## src/pkg/cps_pkg.sv

```systemverilog
package cps_pkg;
  // Combined program counter and status word
  typedef struct packed {
    logic n;
    logic z;
    logic c;
    logic v;
    logic irq_off;
    logic fiq_off;
    logic [23:0] pc;
    logic [1:0] mode;
  } cps_r15_t;

  // Processor mode codes
  localparam logic [1:0] MODE_USER = 2'h0;
  localparam logic [1:0] MODE_FIQ = 2'h1;
  localparam logic [1:0] MODE_IRQ = 2'h2;
  localparam logic [1:0] MODE_SVC = 2'h3;

  // Reset value: supervisor, both interrupts off, pc zero
  localparam logic [31:0] R15_RESET = 32'h0C00_0003;
  // Address exception vector 0x14 as a word address
  localparam logic [23:0] ADDR_EXC_VECTOR = 24'h00_0005;
  // Return offset stored for an address exception
  localparam logic [31:0] ADDR_EXC_LINK_OFFSET = 32'h0000_0004;

  // Instruction field positions
  localparam int COND_LSB = 28;
  localparam int IMM_BIT = 25;
  localparam int OPC_LSB = 21;
  localparam int SET_BIT = 20;
  localparam int RN_LSB = 16;
  localparam int RD_LSB = 12;
  localparam int RM_LSB = 0;
  localparam logic [3:0] REG_PC = 4'hF;
  // Address bits that must be zero for a data access
  localparam int ADDR_HI_LSB = 26;

  // Flag-only operation codes
  localparam logic [1:0] OPC_AND = 2'h0;
  localparam logic [1:0] OPC_XOR = 2'h1;
  localparam logic [1:0] OPC_SUB = 2'h2;
  localparam logic [1:0] OPC_ADD = 2'h3;

  // Kinds of write into the combined register
  typedef enum logic [1:0] {
    CPS_WR_PC = 2'h1,
    CPS_WR_ALL = 2'h2
  } cps_wr_kind_t;

  // Exception causes
  typedef enum logic [2:0] {
    CPS_EXC_ABORT = 3'h0,
    CPS_EXC_UNDEF = 3'h1,
    CPS_EXC_SWI = 3'h2,
    CPS_EXC_IRQ = 3'h3,
    CPS_EXC_FIQ = 3'h4
  } cps_cause_t;

  // Request carriers
  typedef struct packed {
    logic valid;
    cps_wr_kind_t kind;
    logic [31:0] data;
  } cps_wr_req_t;

  typedef struct packed {
    logic valid;
    logic [31:0] instr;
    logic [31:0] rn;
    logic [31:0] imm_op;
    logic [31:0] reg_op;
  } cps_fo_req_t;

  typedef struct packed {
    logic valid;
    cps_cause_t cause;
    logic [23:0] vector;
  } cps_exc_req_t;

  typedef struct packed {
    logic valid;
    logic [31:0] addr;
    logic [31:0] instr_addr;
  } cps_chk_req_t;

  // Register map
  localparam logic [3:0] OFF_R15 = 4'h0;
  localparam logic [3:0] OFF_CTRL = 4'h4;
  localparam logic [3:0] OFF_FAULT = 4'h8;
  localparam logic [3:0] OFF_COUNT = 4'hC;
  localparam int CTRL_CHECK_BIT = 0;
  localparam logic [31:0] CTRL_RESET = 32'h0000_0001;
  localparam logic [1:0] RESP_OKAY = 2'h0;
  localparam logic [1:0] RESP_SLVERR = 2'h2;

  // Bus channel states, one-hot
  typedef enum logic [1:0] {
    BUS_IDLE = 2'b01,
    BUS_RESP = 2'b10
  } cps_bus_state_t;
endpackage

```

## src/design/cps_r15.sv

```systemverilog
`timescale 1ns/1ps
// Summary of operation
// - Pc held as 24-bit word in bits 25:2
// - Status in bits 31:26 and 1:0
// - Four modes: user, fiq, irq, supervisor
// - Abort and undefined enter supervisor mode
// - User mode cannot write I, F, mode
// - First operand read gives pc bits only
// - Second operand read gives all 32 bits
// - Stores of the register store all bits
// - Link and exceptions other than address exception copy whole register
// - Plain writes update pc, keep status
// - Status-setting writes update pc and status
// - Status returns allowed in user, restricted
// - Destination 0b1111 marks flag-only variants
// - Opcode picks and, xor, subtract, add
// - Flag-only writes status, user only flags
// - Flag-only runs only when condition passes
// - Bit 25 picks immediate or register operand
// - Data address top six bits checked
// - Address exception: link+4, svc, irq off, 0x14
// - Subtract-8 status return restores everything
// - No separate status registers or moves
module cps_r15 (
  input wire logic aclk,
  input wire logic aresetn,
  // Datapath requests
  input wire logic fetch_adv,
  input wire logic rd_valid,
  input wire logic [31:0] rd_instr,
  input wire logic bl_valid,
  input wire cps_pkg::cps_wr_req_t wr_req,
  input wire cps_pkg::cps_fo_req_t fo_req,
  input wire cps_pkg::cps_exc_req_t exc_req,
  input wire cps_pkg::cps_chk_req_t chk_req,
  // Datapath answers
  output cps_pkg::cps_r15_t r15,
  output logic [31:0] rn_value,
  output logic [31:0] rm_value,
  output logic status_move_undef,
  output logic flag_only_hit,
  output logic [31:0] link_value,
  output logic link_load,
  output logic addr_exc,
  // AXI4-Lite slave
  input wire logic [3:0] s_awaddr,
  input wire logic s_awvalid,
  output logic s_awready,
  input wire logic [31:0] s_wdata,
  input wire logic [3:0] s_wstrb,
  input wire logic s_wvalid,
  output logic s_wready,
  output logic [1:0] s_bresp,
  output logic s_bvalid,
  input wire logic s_bready,
  input wire logic [3:0] s_araddr,
  input wire logic s_arvalid,
  output logic s_arready,
  output logic [31:0] s_rdata,
  output logic [1:0] s_rresp,
  output logic s_rvalid,
  input wire logic s_rready
);

  // Control register, address checking enable
  logic [31:0] ctrl;
  // Last faulting data address and count of faults
  logic [31:0] fault_addr;
  logic [31:0] fault_count;
  // Bus channel state
  cps_pkg::cps_bus_state_t wst;
  cps_pkg::cps_bus_state_t rst;
  logic aw_got;
  logic w_got;
  logic [3:0] awaddr_q;
  logic [31:0] wdata_q;
  logic [3:0] wstrb_q;
  // Event selection after priority
  logic sel_addr;
  logic sel_exc;
  logic sel_fo;
  logic sel_wr;
  logic sel_fetch;
  // Flag-only datapath
  logic fo_decoded;
  logic cond_ok;
  logic [31:0] shifter;
  logic [31:0] alu_out;
  logic privileged;
  logic do_write;
  logic [31:0] next_link_addr;

  // Condition check against current flags
  function automatic logic cond_pass(input logic [3:0] cond, input cps_pkg::cps_r15_t s);
    logic res;
    res = 1'b0;
    case (cond[3:1])
      3'h0: res = s.z;
      3'h1: res = s.c;
      3'h2: res = s.n;
      3'h3: res = s.v;
      3'h4: res = s.c && !s.z;
      3'h5: res = (s.n == s.v);
      3'h6: res = !s.z && (s.n == s.v);
      default: res = 1'b1;
    endcase
    // Odd codes invert, except the never code
    if (cond[0] && (cond[3:1] != 3'h7))
    begin
      res = !res;
    end
    else if (cond == 4'hF)
    begin
      res = 1'b0;
    end
    return res;
  endfunction

  // Decode, operand choice, alu and priority
  always_comb
  begin
    privileged = (r15.mode != cps_pkg::MODE_USER);
    // Flag-only form: compare class, set bit, destination all ones
    fo_decoded = (fo_req.instr[27:26] == 2'h0) && (fo_req.instr[24:23] == 2'h2)
      && fo_req.instr[cps_pkg::SET_BIT]
      && (fo_req.instr[cps_pkg::RD_LSB +: 4] == cps_pkg::REG_PC);
    cond_ok = cond_pass(fo_req.instr[cps_pkg::COND_LSB +: 4], r15);
    // Immediate or register shifter operand
    shifter = fo_req.instr[cps_pkg::IMM_BIT] ? fo_req.imm_op : fo_req.reg_op;
    case (fo_req.instr[cps_pkg::OPC_LSB +: 2])
      cps_pkg::OPC_AND: alu_out = fo_req.rn & shifter;
      cps_pkg::OPC_XOR: alu_out = fo_req.rn ^ shifter;
      cps_pkg::OPC_SUB: alu_out = fo_req.rn - shifter;
      default: alu_out = fo_req.rn + shifter;
    endcase
    // Address exception wins, then exceptions, flag-only, writes, fetch
    sel_addr = chk_req.valid && ctrl[cps_pkg::CTRL_CHECK_BIT]
      && (chk_req.addr[31:cps_pkg::ADDR_HI_LSB] != 6'h00);
    sel_exc = !sel_addr && exc_req.valid;
    sel_fo = !sel_addr && !sel_exc && fo_req.valid && fo_decoded && cond_ok;
    sel_wr = !sel_addr && !sel_exc && !sel_fo && wr_req.valid;
    sel_fetch = !sel_addr && !sel_exc && !sel_fo && !sel_wr && fetch_adv;
    next_link_addr = chk_req.instr_addr + cps_pkg::ADDR_EXC_LINK_OFFSET;
    do_write = (wst == cps_pkg::BUS_IDLE) && aw_got && w_got;
  end

  // Combined register update
  // No separate current or saved status copies exist
  always_ff @(posedge aclk)
  begin
    if (!aresetn)
    begin
      r15 <= cps_pkg::R15_RESET;
    end
    else if (sel_addr)
    begin
      // Supervisor, normal interrupts off, vector 0x14
      r15.mode <= cps_pkg::MODE_SVC;
      r15.irq_off <= 1'b1;
      r15.pc <= cps_pkg::ADDR_EXC_VECTOR;
    end
    else if (sel_exc)
    begin
      r15.pc <= exc_req.vector;
      r15.irq_off <= 1'b1;
      // Only fast interrupt entry also masks fast interrupts
      if (exc_req.cause == cps_pkg::CPS_EXC_FIQ)
      begin
        r15.fiq_off <= 1'b1;
        r15.mode <= cps_pkg::MODE_FIQ;
      end
      else if (exc_req.cause == cps_pkg::CPS_EXC_IRQ)
      begin
        r15.mode <= cps_pkg::MODE_IRQ;
      end
      else
      begin
        // Abort, undefined and software traps share supervisor
        r15.mode <= cps_pkg::MODE_SVC;
      end
    end
    else if (sel_fo)
    begin
      // Flags always, pc never
      {r15.n, r15.z, r15.c, r15.v} <= alu_out[31:28];
      if (privileged)
      begin
        {r15.irq_off, r15.fiq_off} <= alu_out[27:26];
        r15.mode <= alu_out[1:0];
      end
    end
    else if (sel_wr)
    begin
      r15.pc <= wr_req.data[25:2];
      if (wr_req.kind == cps_pkg::CPS_WR_ALL)
      begin
        // Status-setting writes and status returns, e.g. subtract 8
        {r15.n, r15.z, r15.c, r15.v} <= wr_req.data[31:28];
        if (privileged)
        begin
          {r15.irq_off, r15.fiq_off} <= wr_req.data[27:26];
          r15.mode <= wr_req.data[1:0];
        end
      end
    end
    else if (sel_fetch)
    begin
      r15.pc <= r15.pc + 24'h00_0001;
    end
  end

  // Operand views of the combined register, one cycle after request
  always_ff @(posedge aclk)
  begin
    if (!aresetn)
    begin
      rn_value <= 32'h0000_0000;
      rm_value <= 32'h0000_0000;
      status_move_undef <= 1'b0;
    end
    else
    begin
      // First operand: pc bits only, rest zero
      rn_value <= (rd_valid && rd_instr[cps_pkg::RN_LSB +: 4] == cps_pkg::REG_PC)
        ? {6'h00, r15.pc, 2'h0} : 32'h0000_0000;
      // Second operand and stores: whole word
      rm_value <= (rd_valid && rd_instr[cps_pkg::RM_LSB +: 4] == cps_pkg::REG_PC)
        ? r15 : 32'h0000_0000;
      // Status move encodings are refused as undefined
      status_move_undef <= rd_valid
        && (((rd_instr[27:23] == 5'h02) && !rd_instr[cps_pkg::SET_BIT]
        && (rd_instr[7:4] != 4'h9))
        || ((rd_instr[27:23] == 5'h06) && (rd_instr[21:20] == 2'h2)));
    end
  end

  // Link capture and event pulses
  always_ff @(posedge aclk)
  begin
    if (!aresetn)
    begin
      link_value <= 32'h0000_0000;
      link_load <= 1'b0;
      addr_exc <= 1'b0;
      flag_only_hit <= 1'b0;
    end
    else
    begin
      link_load <= sel_addr || sel_exc || bl_valid;
      addr_exc <= sel_addr;
      flag_only_hit <= sel_fo;
      if (sel_addr)
      begin
        // Return point is faulting instruction address plus 4, status kept
        link_value <= {r15[31:26], next_link_addr[25:2], r15.mode};
      end
      else if (sel_exc || bl_valid)
      begin
        link_value <= r15;
      end
    end
  end

  // Fault address capture and count
  always_ff @(posedge aclk)
  begin
    if (!aresetn)
    begin
      fault_addr <= 32'h0000_0000;
      fault_count <= 32'h0000_0000;
    end
    else if (sel_addr)
    begin
      fault_addr <= chk_req.addr;
      fault_count <= fault_count + 32'h0000_0001;
    end
  end

  // Control register write, low byte lane only
  always_ff @(posedge aclk)
  begin
    if (!aresetn)
    begin
      ctrl <= cps_pkg::CTRL_RESET;
    end
    else if (do_write && (awaddr_q == cps_pkg::OFF_CTRL) && wstrb_q[0])
    begin
      ctrl <= {31'h0000_0000, wdata_q[cps_pkg::CTRL_CHECK_BIT]};
    end
  end

  // Write address and data channels, either order
  always_ff @(posedge aclk)
  begin
    if (!aresetn)
    begin
      wst <= cps_pkg::BUS_IDLE;
      aw_got <= 1'b0;
      w_got <= 1'b0;
      awaddr_q <= 4'h0;
      wdata_q <= 32'h0000_0000;
      wstrb_q <= 4'h0;
      s_awready <= 1'b0;
      s_wready <= 1'b0;
      s_bvalid <= 1'b0;
      s_bresp <= cps_pkg::RESP_OKAY;
    end
    else
    begin
      case (wst)
        cps_pkg::BUS_IDLE:
        begin
          if (s_awvalid && s_awready)
          begin
            aw_got <= 1'b1;
            awaddr_q <= s_awaddr;
            s_awready <= 1'b0;
          end
          else if (!aw_got)
          begin
            s_awready <= 1'b1;
          end
          if (s_wvalid && s_wready)
          begin
            w_got <= 1'b1;
            wdata_q <= s_wdata;
            wstrb_q <= s_wstrb;
            s_wready <= 1'b0;
          end
          else if (!w_got)
          begin
            s_wready <= 1'b1;
          end
          // Both halves held: answer
          if (do_write)
          begin
            aw_got <= 1'b0;
            w_got <= 1'b0;
            s_awready <= 1'b0;
            s_wready <= 1'b0;
            s_bvalid <= 1'b1;
            // Only the control word is writable
            s_bresp <= (awaddr_q == cps_pkg::OFF_CTRL) ? cps_pkg::RESP_OKAY
              : cps_pkg::RESP_SLVERR;
            wst <= cps_pkg::BUS_RESP;
          end
        end
        cps_pkg::BUS_RESP:
        begin
          if (s_bready)
          begin
            s_bvalid <= 1'b0;
            wst <= cps_pkg::BUS_IDLE;
          end
        end
        default:
        begin
          wst <= cps_pkg::BUS_IDLE;
        end
      endcase
    end
  end

  // Read channel
  always_ff @(posedge aclk)
  begin
    if (!aresetn)
    begin
      rst <= cps_pkg::BUS_IDLE;
      s_arready <= 1'b0;
      s_rvalid <= 1'b0;
      s_rdata <= 32'h0000_0000;
      s_rresp <= cps_pkg::RESP_OKAY;
    end
    else
    begin
      case (rst)
        cps_pkg::BUS_IDLE:
        begin
          if (s_arvalid && s_arready)
          begin
            s_arready <= 1'b0;
            s_rvalid <= 1'b1;
            s_rresp <= cps_pkg::RESP_OKAY;
            rst <= cps_pkg::BUS_RESP;
            case (s_araddr)
              cps_pkg::OFF_R15: s_rdata <= r15;
              cps_pkg::OFF_CTRL: s_rdata <= ctrl;
              cps_pkg::OFF_FAULT: s_rdata <= fault_addr;
              cps_pkg::OFF_COUNT: s_rdata <= fault_count;
              default:
              begin
                s_rdata <= 32'h0000_0000;
                s_rresp <= cps_pkg::RESP_SLVERR;
              end
            endcase
          end
          else
          begin
            s_arready <= 1'b1;
          end
        end
        cps_pkg::BUS_RESP:
        begin
          if (s_rready)
          begin
            s_rvalid <= 1'b0;
            rst <= cps_pkg::BUS_IDLE;
          end
        end
        default:
        begin
          rst <= cps_pkg::BUS_IDLE;
        end
      endcase
    end
  end
endmodule

```

## config.mk

```make
export PLATFORM = sky130hd
export DESIGN_NAME = cps_r15
export DESIGN_NICKNAME = d
export VERILOG_FILES = /design/src/pkg/cps_pkg.sv /design/src/design/cps_r15.sv
export SDC_FILE = /design/constraint.sdc
export NUM_CORES = 1
export LEC_CHECK = 0
export BUFFER_PORTS_ARGS = -buffer_cell sky130_fd_sc_hd__buf_2
export CAP_MARGIN = 20
export CORE_AREA = 2 2 202 204
export DETAILED_ROUTE_END_ITERATION = 10
export DIE_AREA = 0 0 204 206
export PLACE_DENSITY = 0.61
export SETUP_SLACK_MARGIN = 0.02
export SYNTH_ARGS = -nofsm -noshare
export SYNTH_HDL_FRONTEND = slang
export SYNTH_SLANG_ARGS = --single-unit
```

## constraint.sdc

```tcl
create_clock -name aclk -period 9.8 [get_ports aclk]
set_clock_uncertainty 0.15 [all_clocks]
set_input_delay 0 -clock aclk [delete_from_list [all_inputs] [get_ports aclk]]
set_output_delay 0 -clock aclk [all_outputs]
set_load 0.03 [all_outputs]
```

==> results of run 1 <==
-- registers in the layout (all words and copies together), names as in the netlist, 2 cells and up --
name	cells
rm_value	32
awaddr_q	4
link_value	32
r15	32
s_rdata	32
rn_value	24
fault_count	32
rst	2
fault_addr	32
wst	2
-- metal layers --
| metal | vias up | global-route usage [%] | share of wire [%] |
|---|---|---|---|
| met5 | - | 0 | 0.023 |
| met4 | 2 | 9.03 | 3.1 |
| met3 | 99 | 4.62 | 7.7 |
| met1 | 6656 | 28.5 | 40 |
| met2 | 630 | 43.6 | 49 |
| li1 | 6772 | - | - |
-- worst max-delay path by stage --
stage,start,endpoint,slack (ns),cells after the start
4_1_cts,fo_req[121],r15[27],4.88,23
6_report,fo_req[121],r15[27],4.86,23
2_1_floorplan,fo_req[121],r15[26],5.25,23
3_3_place_gp,fo_req[121],r15[26],5.17,20
5_1_grt,fo_req[121],r15[27],4.41,23
3_5_place_dp,fo_req[121],r15[26],5.06,20
-- cells by family after synthesis --
kind of cell,count (synthesis),share of synthesized area (%)
compound gates,378,19.9
xor+xnor,98,6.72
fa+ha+maj,44,4.30
buf+inv,133,4.83
flops,240,37.0
mux,48,3.91
other cells,1,0.0289
simple gates,637,23.3
-- worst register-to-register path: cells and delay by family (launching register included) --
family                 cells  cell delay (ns)
buffers and inverters      4             1.97
AND/OR/NAND/NOR            4             1.41
flip-flops                 1             0.39
AO/OA/AOI/OAI              4             0.30
-- through the flow --
stage | worst slack [ns] | hold WS [ns]
3_3_place_gp | 5.17 | 0.0265
4_1_cts | 4.88 | 0.00648
2_1_floorplan | 5.25 | -0.0630
6_report | 4.86 | 0.0203
3_5_place_dp | 5.06 | 0.0279
5_1_grt | 4.41 | 0.0670
-- area by class of cell --
cell class / count / area share [%]
diodes: 10 / 0.136
clock buffers: 36 / 4.18
clock inverters: 15 / 1.27
inverters: 29 / 0.603
multi-input cells: 1215 / 41.2
flip-flops and latches: 240 / 26.0
well taps: 532 / 3.61
repair buffers: 645 / 23.0
-- power groups by stage --
| stage | clock network [uW] | logic [uW] | registers (uW) |
|---|---|---|---|
| after floorplan | 0 | 236 | 1070 |
| after global placement | 0 | 402 | 1060 |
| after detailed placement | 0 | 408 | 1060 |
| after CTS | 1180 | 472 | 1030 |
| after global routing | 1210 | 520 | 1040 |
| final | 1150 | 475 | 1030 |
-- cells in the final DEF, fill, tap and decap left out, drive strengths merged, types with 23 or more instances in the layout --
cell type    synthesis  final
nor2               202    202
and2                71     71
mux2i               39     39
a211oi              29     29
inv                 27     30
xnor2               49     49
o21ai               56     56
dlygate4sd3          0    192
nor3                23     23
ha                  43     43
and3                23     23
nand3               54     54
a21oi              160    160
buf                 35    453
a222oi              31     31
dfxtp              240    240
nand2              183    183
clkbuf              69     36
xor2                48     48
-- repair_timing --
action,in CTS,in global routing
gates resized for setup,0,0
hold buffers,192,0
endpoints found under the hold margin,180,0
==> impl_metrics.ini, run 1 <==
[critical_path]
max_stage_delay_ns = 0.57
cp_slowest_cell = buf_4
worstPathRequired_ns = 10.17
path_buf_inv = 4
critPathTopFamily = buffers and inverters
crit_arrival_ns = 5.31
cp_cell_sequence = buf_2, buf_4, mux2i_1, ha_1, o21ai_1, nor3_1, and3_1, and2_1, nand2_1, o21ai_0, xnor2_1, ha_1, nand3_1, nor2_1, o211ai_1, a31oi_1, o21ai_0, nand2_1, xor2_1, a21oi_1, dlygate4sd3_1, o21ai_0, dlygate4sd3_1
rr_startpoint = ctrl[0]
cpMostUsedCell = o21ai_0
crit_path_end_kind = flop
rr_worst_depth = 12
cp-start-kind = input port
criticalPathCategory = input port to flop
crit_fanout = 61
reg2reg_slack_ns = 5.54
r2r-end = r15[27]

[min_path]
min_to = rm_value[5]
min_path_cells = 5
hold_path.class = input port to flop
hold_start = rd_instr[2]

[clocking]
cts_tree = done
cts_sinks = 240
cts_made_buffers = 29
cts_root_buffer = clkbuf_16
clkTransAtPathRegs_ns = 0.06
clkLatencyLatePin_ns = 0.58
clk_path_buf_depth = 3
cts_setup_buffers = 0
cts-htree-levels = 1

[global_routing]
overflow = 0
grt_usage_pct = 24.2
grt_pass1_vias = 13697
grt_max_degree = 82
grt_pass1_wl_um = 78700
antenna_found_initial = 14

[detailed_routing]
firstDrtPassIters = 8
vias = 14159
drc_errors = 0
ant_nets = 0
drt-initial-drc-count = 1005
post_drt_wl_per_cell_um = 19.4
drt-vias-per-instance = 5.20
drt-total-wl_um = 52900

[synth]
yosysMostFrequentCell = dfxtp_1
synth_warnings = 0
synth_common_cells = dfxtp_1, nor2_1, nand2_1, a21oi_1, and2_1
synth-main-ff-cell = dfxtp_1
synth.ff_latch_count = 240
synth_cells = 1579
synth_area_mm2 = 0.0130
synth-edff-count = 0
synth_area_leaders = dfxtp_1, a21oi_1, nor2_1, nand2_1, ha_1
synth_cell_type_count = 85
synth_top_area_share_pct = 37.0
synth-seq-area-share_pct = 37.0
synth-async-reset-ratio_pct = 0
syn_avg_cell_area_um2 = 8.21
yosys.area.top_type = dfxtp_1

[pwr]
p_switching_uw = 754
p_clk_share_pct = 43.3
comb_power_share_pct = 17.8
internal_power_uw = 1910
sequentialPowerShare_pct = 38.9
p_leak_uw = 0.00797
ir_drop_uv = 117
p_total_uw = 2660
p_per_area_mw_per_mm2 = 144
switching_share_pct = 28.3

[die]
boundaryPins = 516
die_y_um = 206
rows = 74
core_mm2 = 0.0402
die_area_mm2 = 0.0420
start_util_pct = 32.3
die_x_um = 204

[outcome]
status = completed

[placement]
finalWeightedCongestion = 0.902
dp.cells = 2469
place_area_mm2 = 0.0155
portBuffers = 434
dp_hpwl_um = 38100

[finish]
fillers = 3917
drive_gt1_share_pct = 25.5
area_growth_pct = 42.3
multi_input_area_mm2 = 0.00761
nNetsFinal = 2547
utilization_pct = 45.9
stdcell_area_mm2 = 0.0185
final_cells = 2722
register_area_mm2 = 0.00480

[timing]
maxSlewViolCount = 0
slew_headroom_pct = 24.5
fmax_mhz = 203
period_share_pct = 50.4
setup_violations = 0
min_period_ns = 4.94
worst_slew_pin_slew_ns = 1.13
rsz0062_at_grt = false
finalHoldViolations = 0
fin_setup_tns_ns = 0

[flow_run]
drv_cap = 0
(Power assumes the default switching activity.)
==> run 2, diff against run 1 <==
==> constraint.sdc (replaced) <==
create_clock -name aclk -period 5.15 [get_ports aclk]
set_clock_uncertainty 0.15 [all_clocks]
set_input_delay 0 -clock aclk [delete_from_list [all_inputs] [get_ports aclk]]
set_output_delay 0 -clock aclk [all_outputs]
set_load 0.03 [all_outputs]
==> impl_metrics.ini, run 2 (synthesized netlist as in run 1, its figures left out) <==
[detailed_routing]
drt-total-wl_um = 53500
drt-vias-per-instance = 5.19
post_drt_wl_per_cell_um = 19.4
firstDrtPassIters = 7
drt-initial-drc-count = 981
drc_errors = 0
vias = 14297
ant_nets = 0

[timing]
fmax_mhz = 215
period_share_pct = 90.3
rsz0062_at_grt = false
setup_violations = 0
setup_ws_ns = 0.499
min_period_ns = 4.65
finalHoldViolations = 0
slew_headroom_pct = 33.1
worst_slew_pin_slew_ns = 0.998
fin_setup_tns_ns = 0
maxSlewViolCount = 0

[finish]
drive_gt1_share_pct = 25.5
final_common_cell = buf_2
area_growth_pct = 44.8
final_cell_mix = buf_2, dfxtp_1, dlygate4sd3_1
nNetsFinal = 2577
fillers = 3891

[critical_path]
crit_path_end_kind = flop
path_buf_inv = 3
criticalPathCategory = flop to flop
cp_cell_sequence = mux4_2, clkinv_1, o21ai_2, mux2i_2, nand3_2, o21ai_0, o2bb2ai_1, dlygate4sd3_1, a21oi_1, dlygate4sd3_1
crit_arrival_ns = 4.96
max_stage_delay_ns = 0.71
rr_startpoint = r15[31]
cpMostUsedCell = dlygate4sd3_1
cp-start-kind = flop
cp_slowest_cell = dfxtp_1
worstPathRequired_ns = 5.46
critPathLaunch = r15[31]
crit_fanout = 34
critPathTopFamily = buffers and inverters

[pwr]
p_leak_uw = 0.00815
ir_drop_uv = 241
internal_power_uw = 3630
comb_power_share_pct = 18.3
p_per_area_mw_per_mm2 = 270
p_clk_share_pct = 42.9
switching_share_pct = 28.5
p_switching_uw = 1450
sequentialPowerShare_pct = 38.8

[global_routing]
grt_max_degree = 74
met2_usage_pct = 44.0
grtUsageMet3_pct = 4.48
overflow = 0
grt_use_met1_pct = 28.3
grt_pass1_vias = 13828
grt_pass1_wl_um = 78600
antenna_found_initial = 13
grt-busiest-layer = met2
grt_usage_pct = 24.3

[placement]
dp_slack_ns = 0.708
portBuffers = 434
dp_hpwl_um = 38400
finalWeightedCongestion = 0.919

[min_path]
hold_start = rd_instr[2]
hold_path.class = input port to flop

[clocking]
cts_root_buffer = clkbuf_16
clkLatencyLatePin_ns = 0.58
cts_setup_buffers = 0
cts-htree-levels = 1
cts_made_buffers = 29
clkTransAtPathRegs_ns = 0.06
cts_hold_buf = 217
cts_tree = done
cts_resized = 0
clk_path_buf_depth = 3
cts_sinks = 240

[flow_run]
drv_cap = 0

[die]
rows = 74
die_x_um = 204
core_mm2 = 0.0402
die_y_um = 206
die_area_mm2 = 0.0420
boundaryPins = 516
start_util_pct = 32.3

[outcome]
status = completed
-- run 2: layout make-up --
cell class | count | area [um2] | area share, %
inverter | 29 | 111 | 0.593
sequential | 240 | 4800 | 25.6
timing repair buffer | 675 | 4550 | 24.2
antenna | 9 | 22.5 | 0.120
multi-input combinational | 1215 | 7610 | 40.5
clock buffer | 40 | 837 | 4.46
tap | 532 | 666 | 3.54
clock inverter | 14 | 188 | 0.999
-- run 2: layer usage --
layer	vias up	share of wire [%]
li1	6842	-
met1	6710	40
met2	636	49
met3	105	7.4
met4	4	3.8
met5	-	0.050
-- run 2: final timing paths --
check        slack (ns)             end  cells after the start
max reg2reg        0.50          r15[4]                     10
min reg2reg        0.30  link_value[26]                      2
min                0.05     rm_value[9]                      5
max                0.50          r15[4]                     10
-- run 2: worst register-to-register path: cells and delay by family, from the launching register on --
family / cells / cell delay [ns]
flip-flops: 1 / 0.71
AO/OA/AOI/OAI: 4 / 0.90
buffers and inverters: 3 / 1.24
multiplexers: 2 / 0.86
AND/OR/NAND/NOR: 1 / 0.69
-- run 2: power by group through the flow --
stage	combinational (uW)	sequential (uW)	clock (uW)
6_report	927	1970	2180
5_1_grt	1010	1980	2290
4_1_cts	917	1970	2220
3_5_place_dp	781	2010	0
3_3_place_gp	767	2010	0
2_1_floorplan	449	2040	0
-- run 2: stage by stage --
stage	hold WS [ns]	cell area (um2)	power (uW)	instances	utilization [%]
final	0.0510	18800	5070	2754	46.7
after global placement	0.0262	15500	2780	2471	38.6
after global routing	0.0641	18800	5280	2752	46.7
after floorplan	-0.0630	13000	2490	1588	-
after detailed placement	0.0379	15600	2790	2473	38.7
after CTS	0.00609	18800	5110	2744	46.7
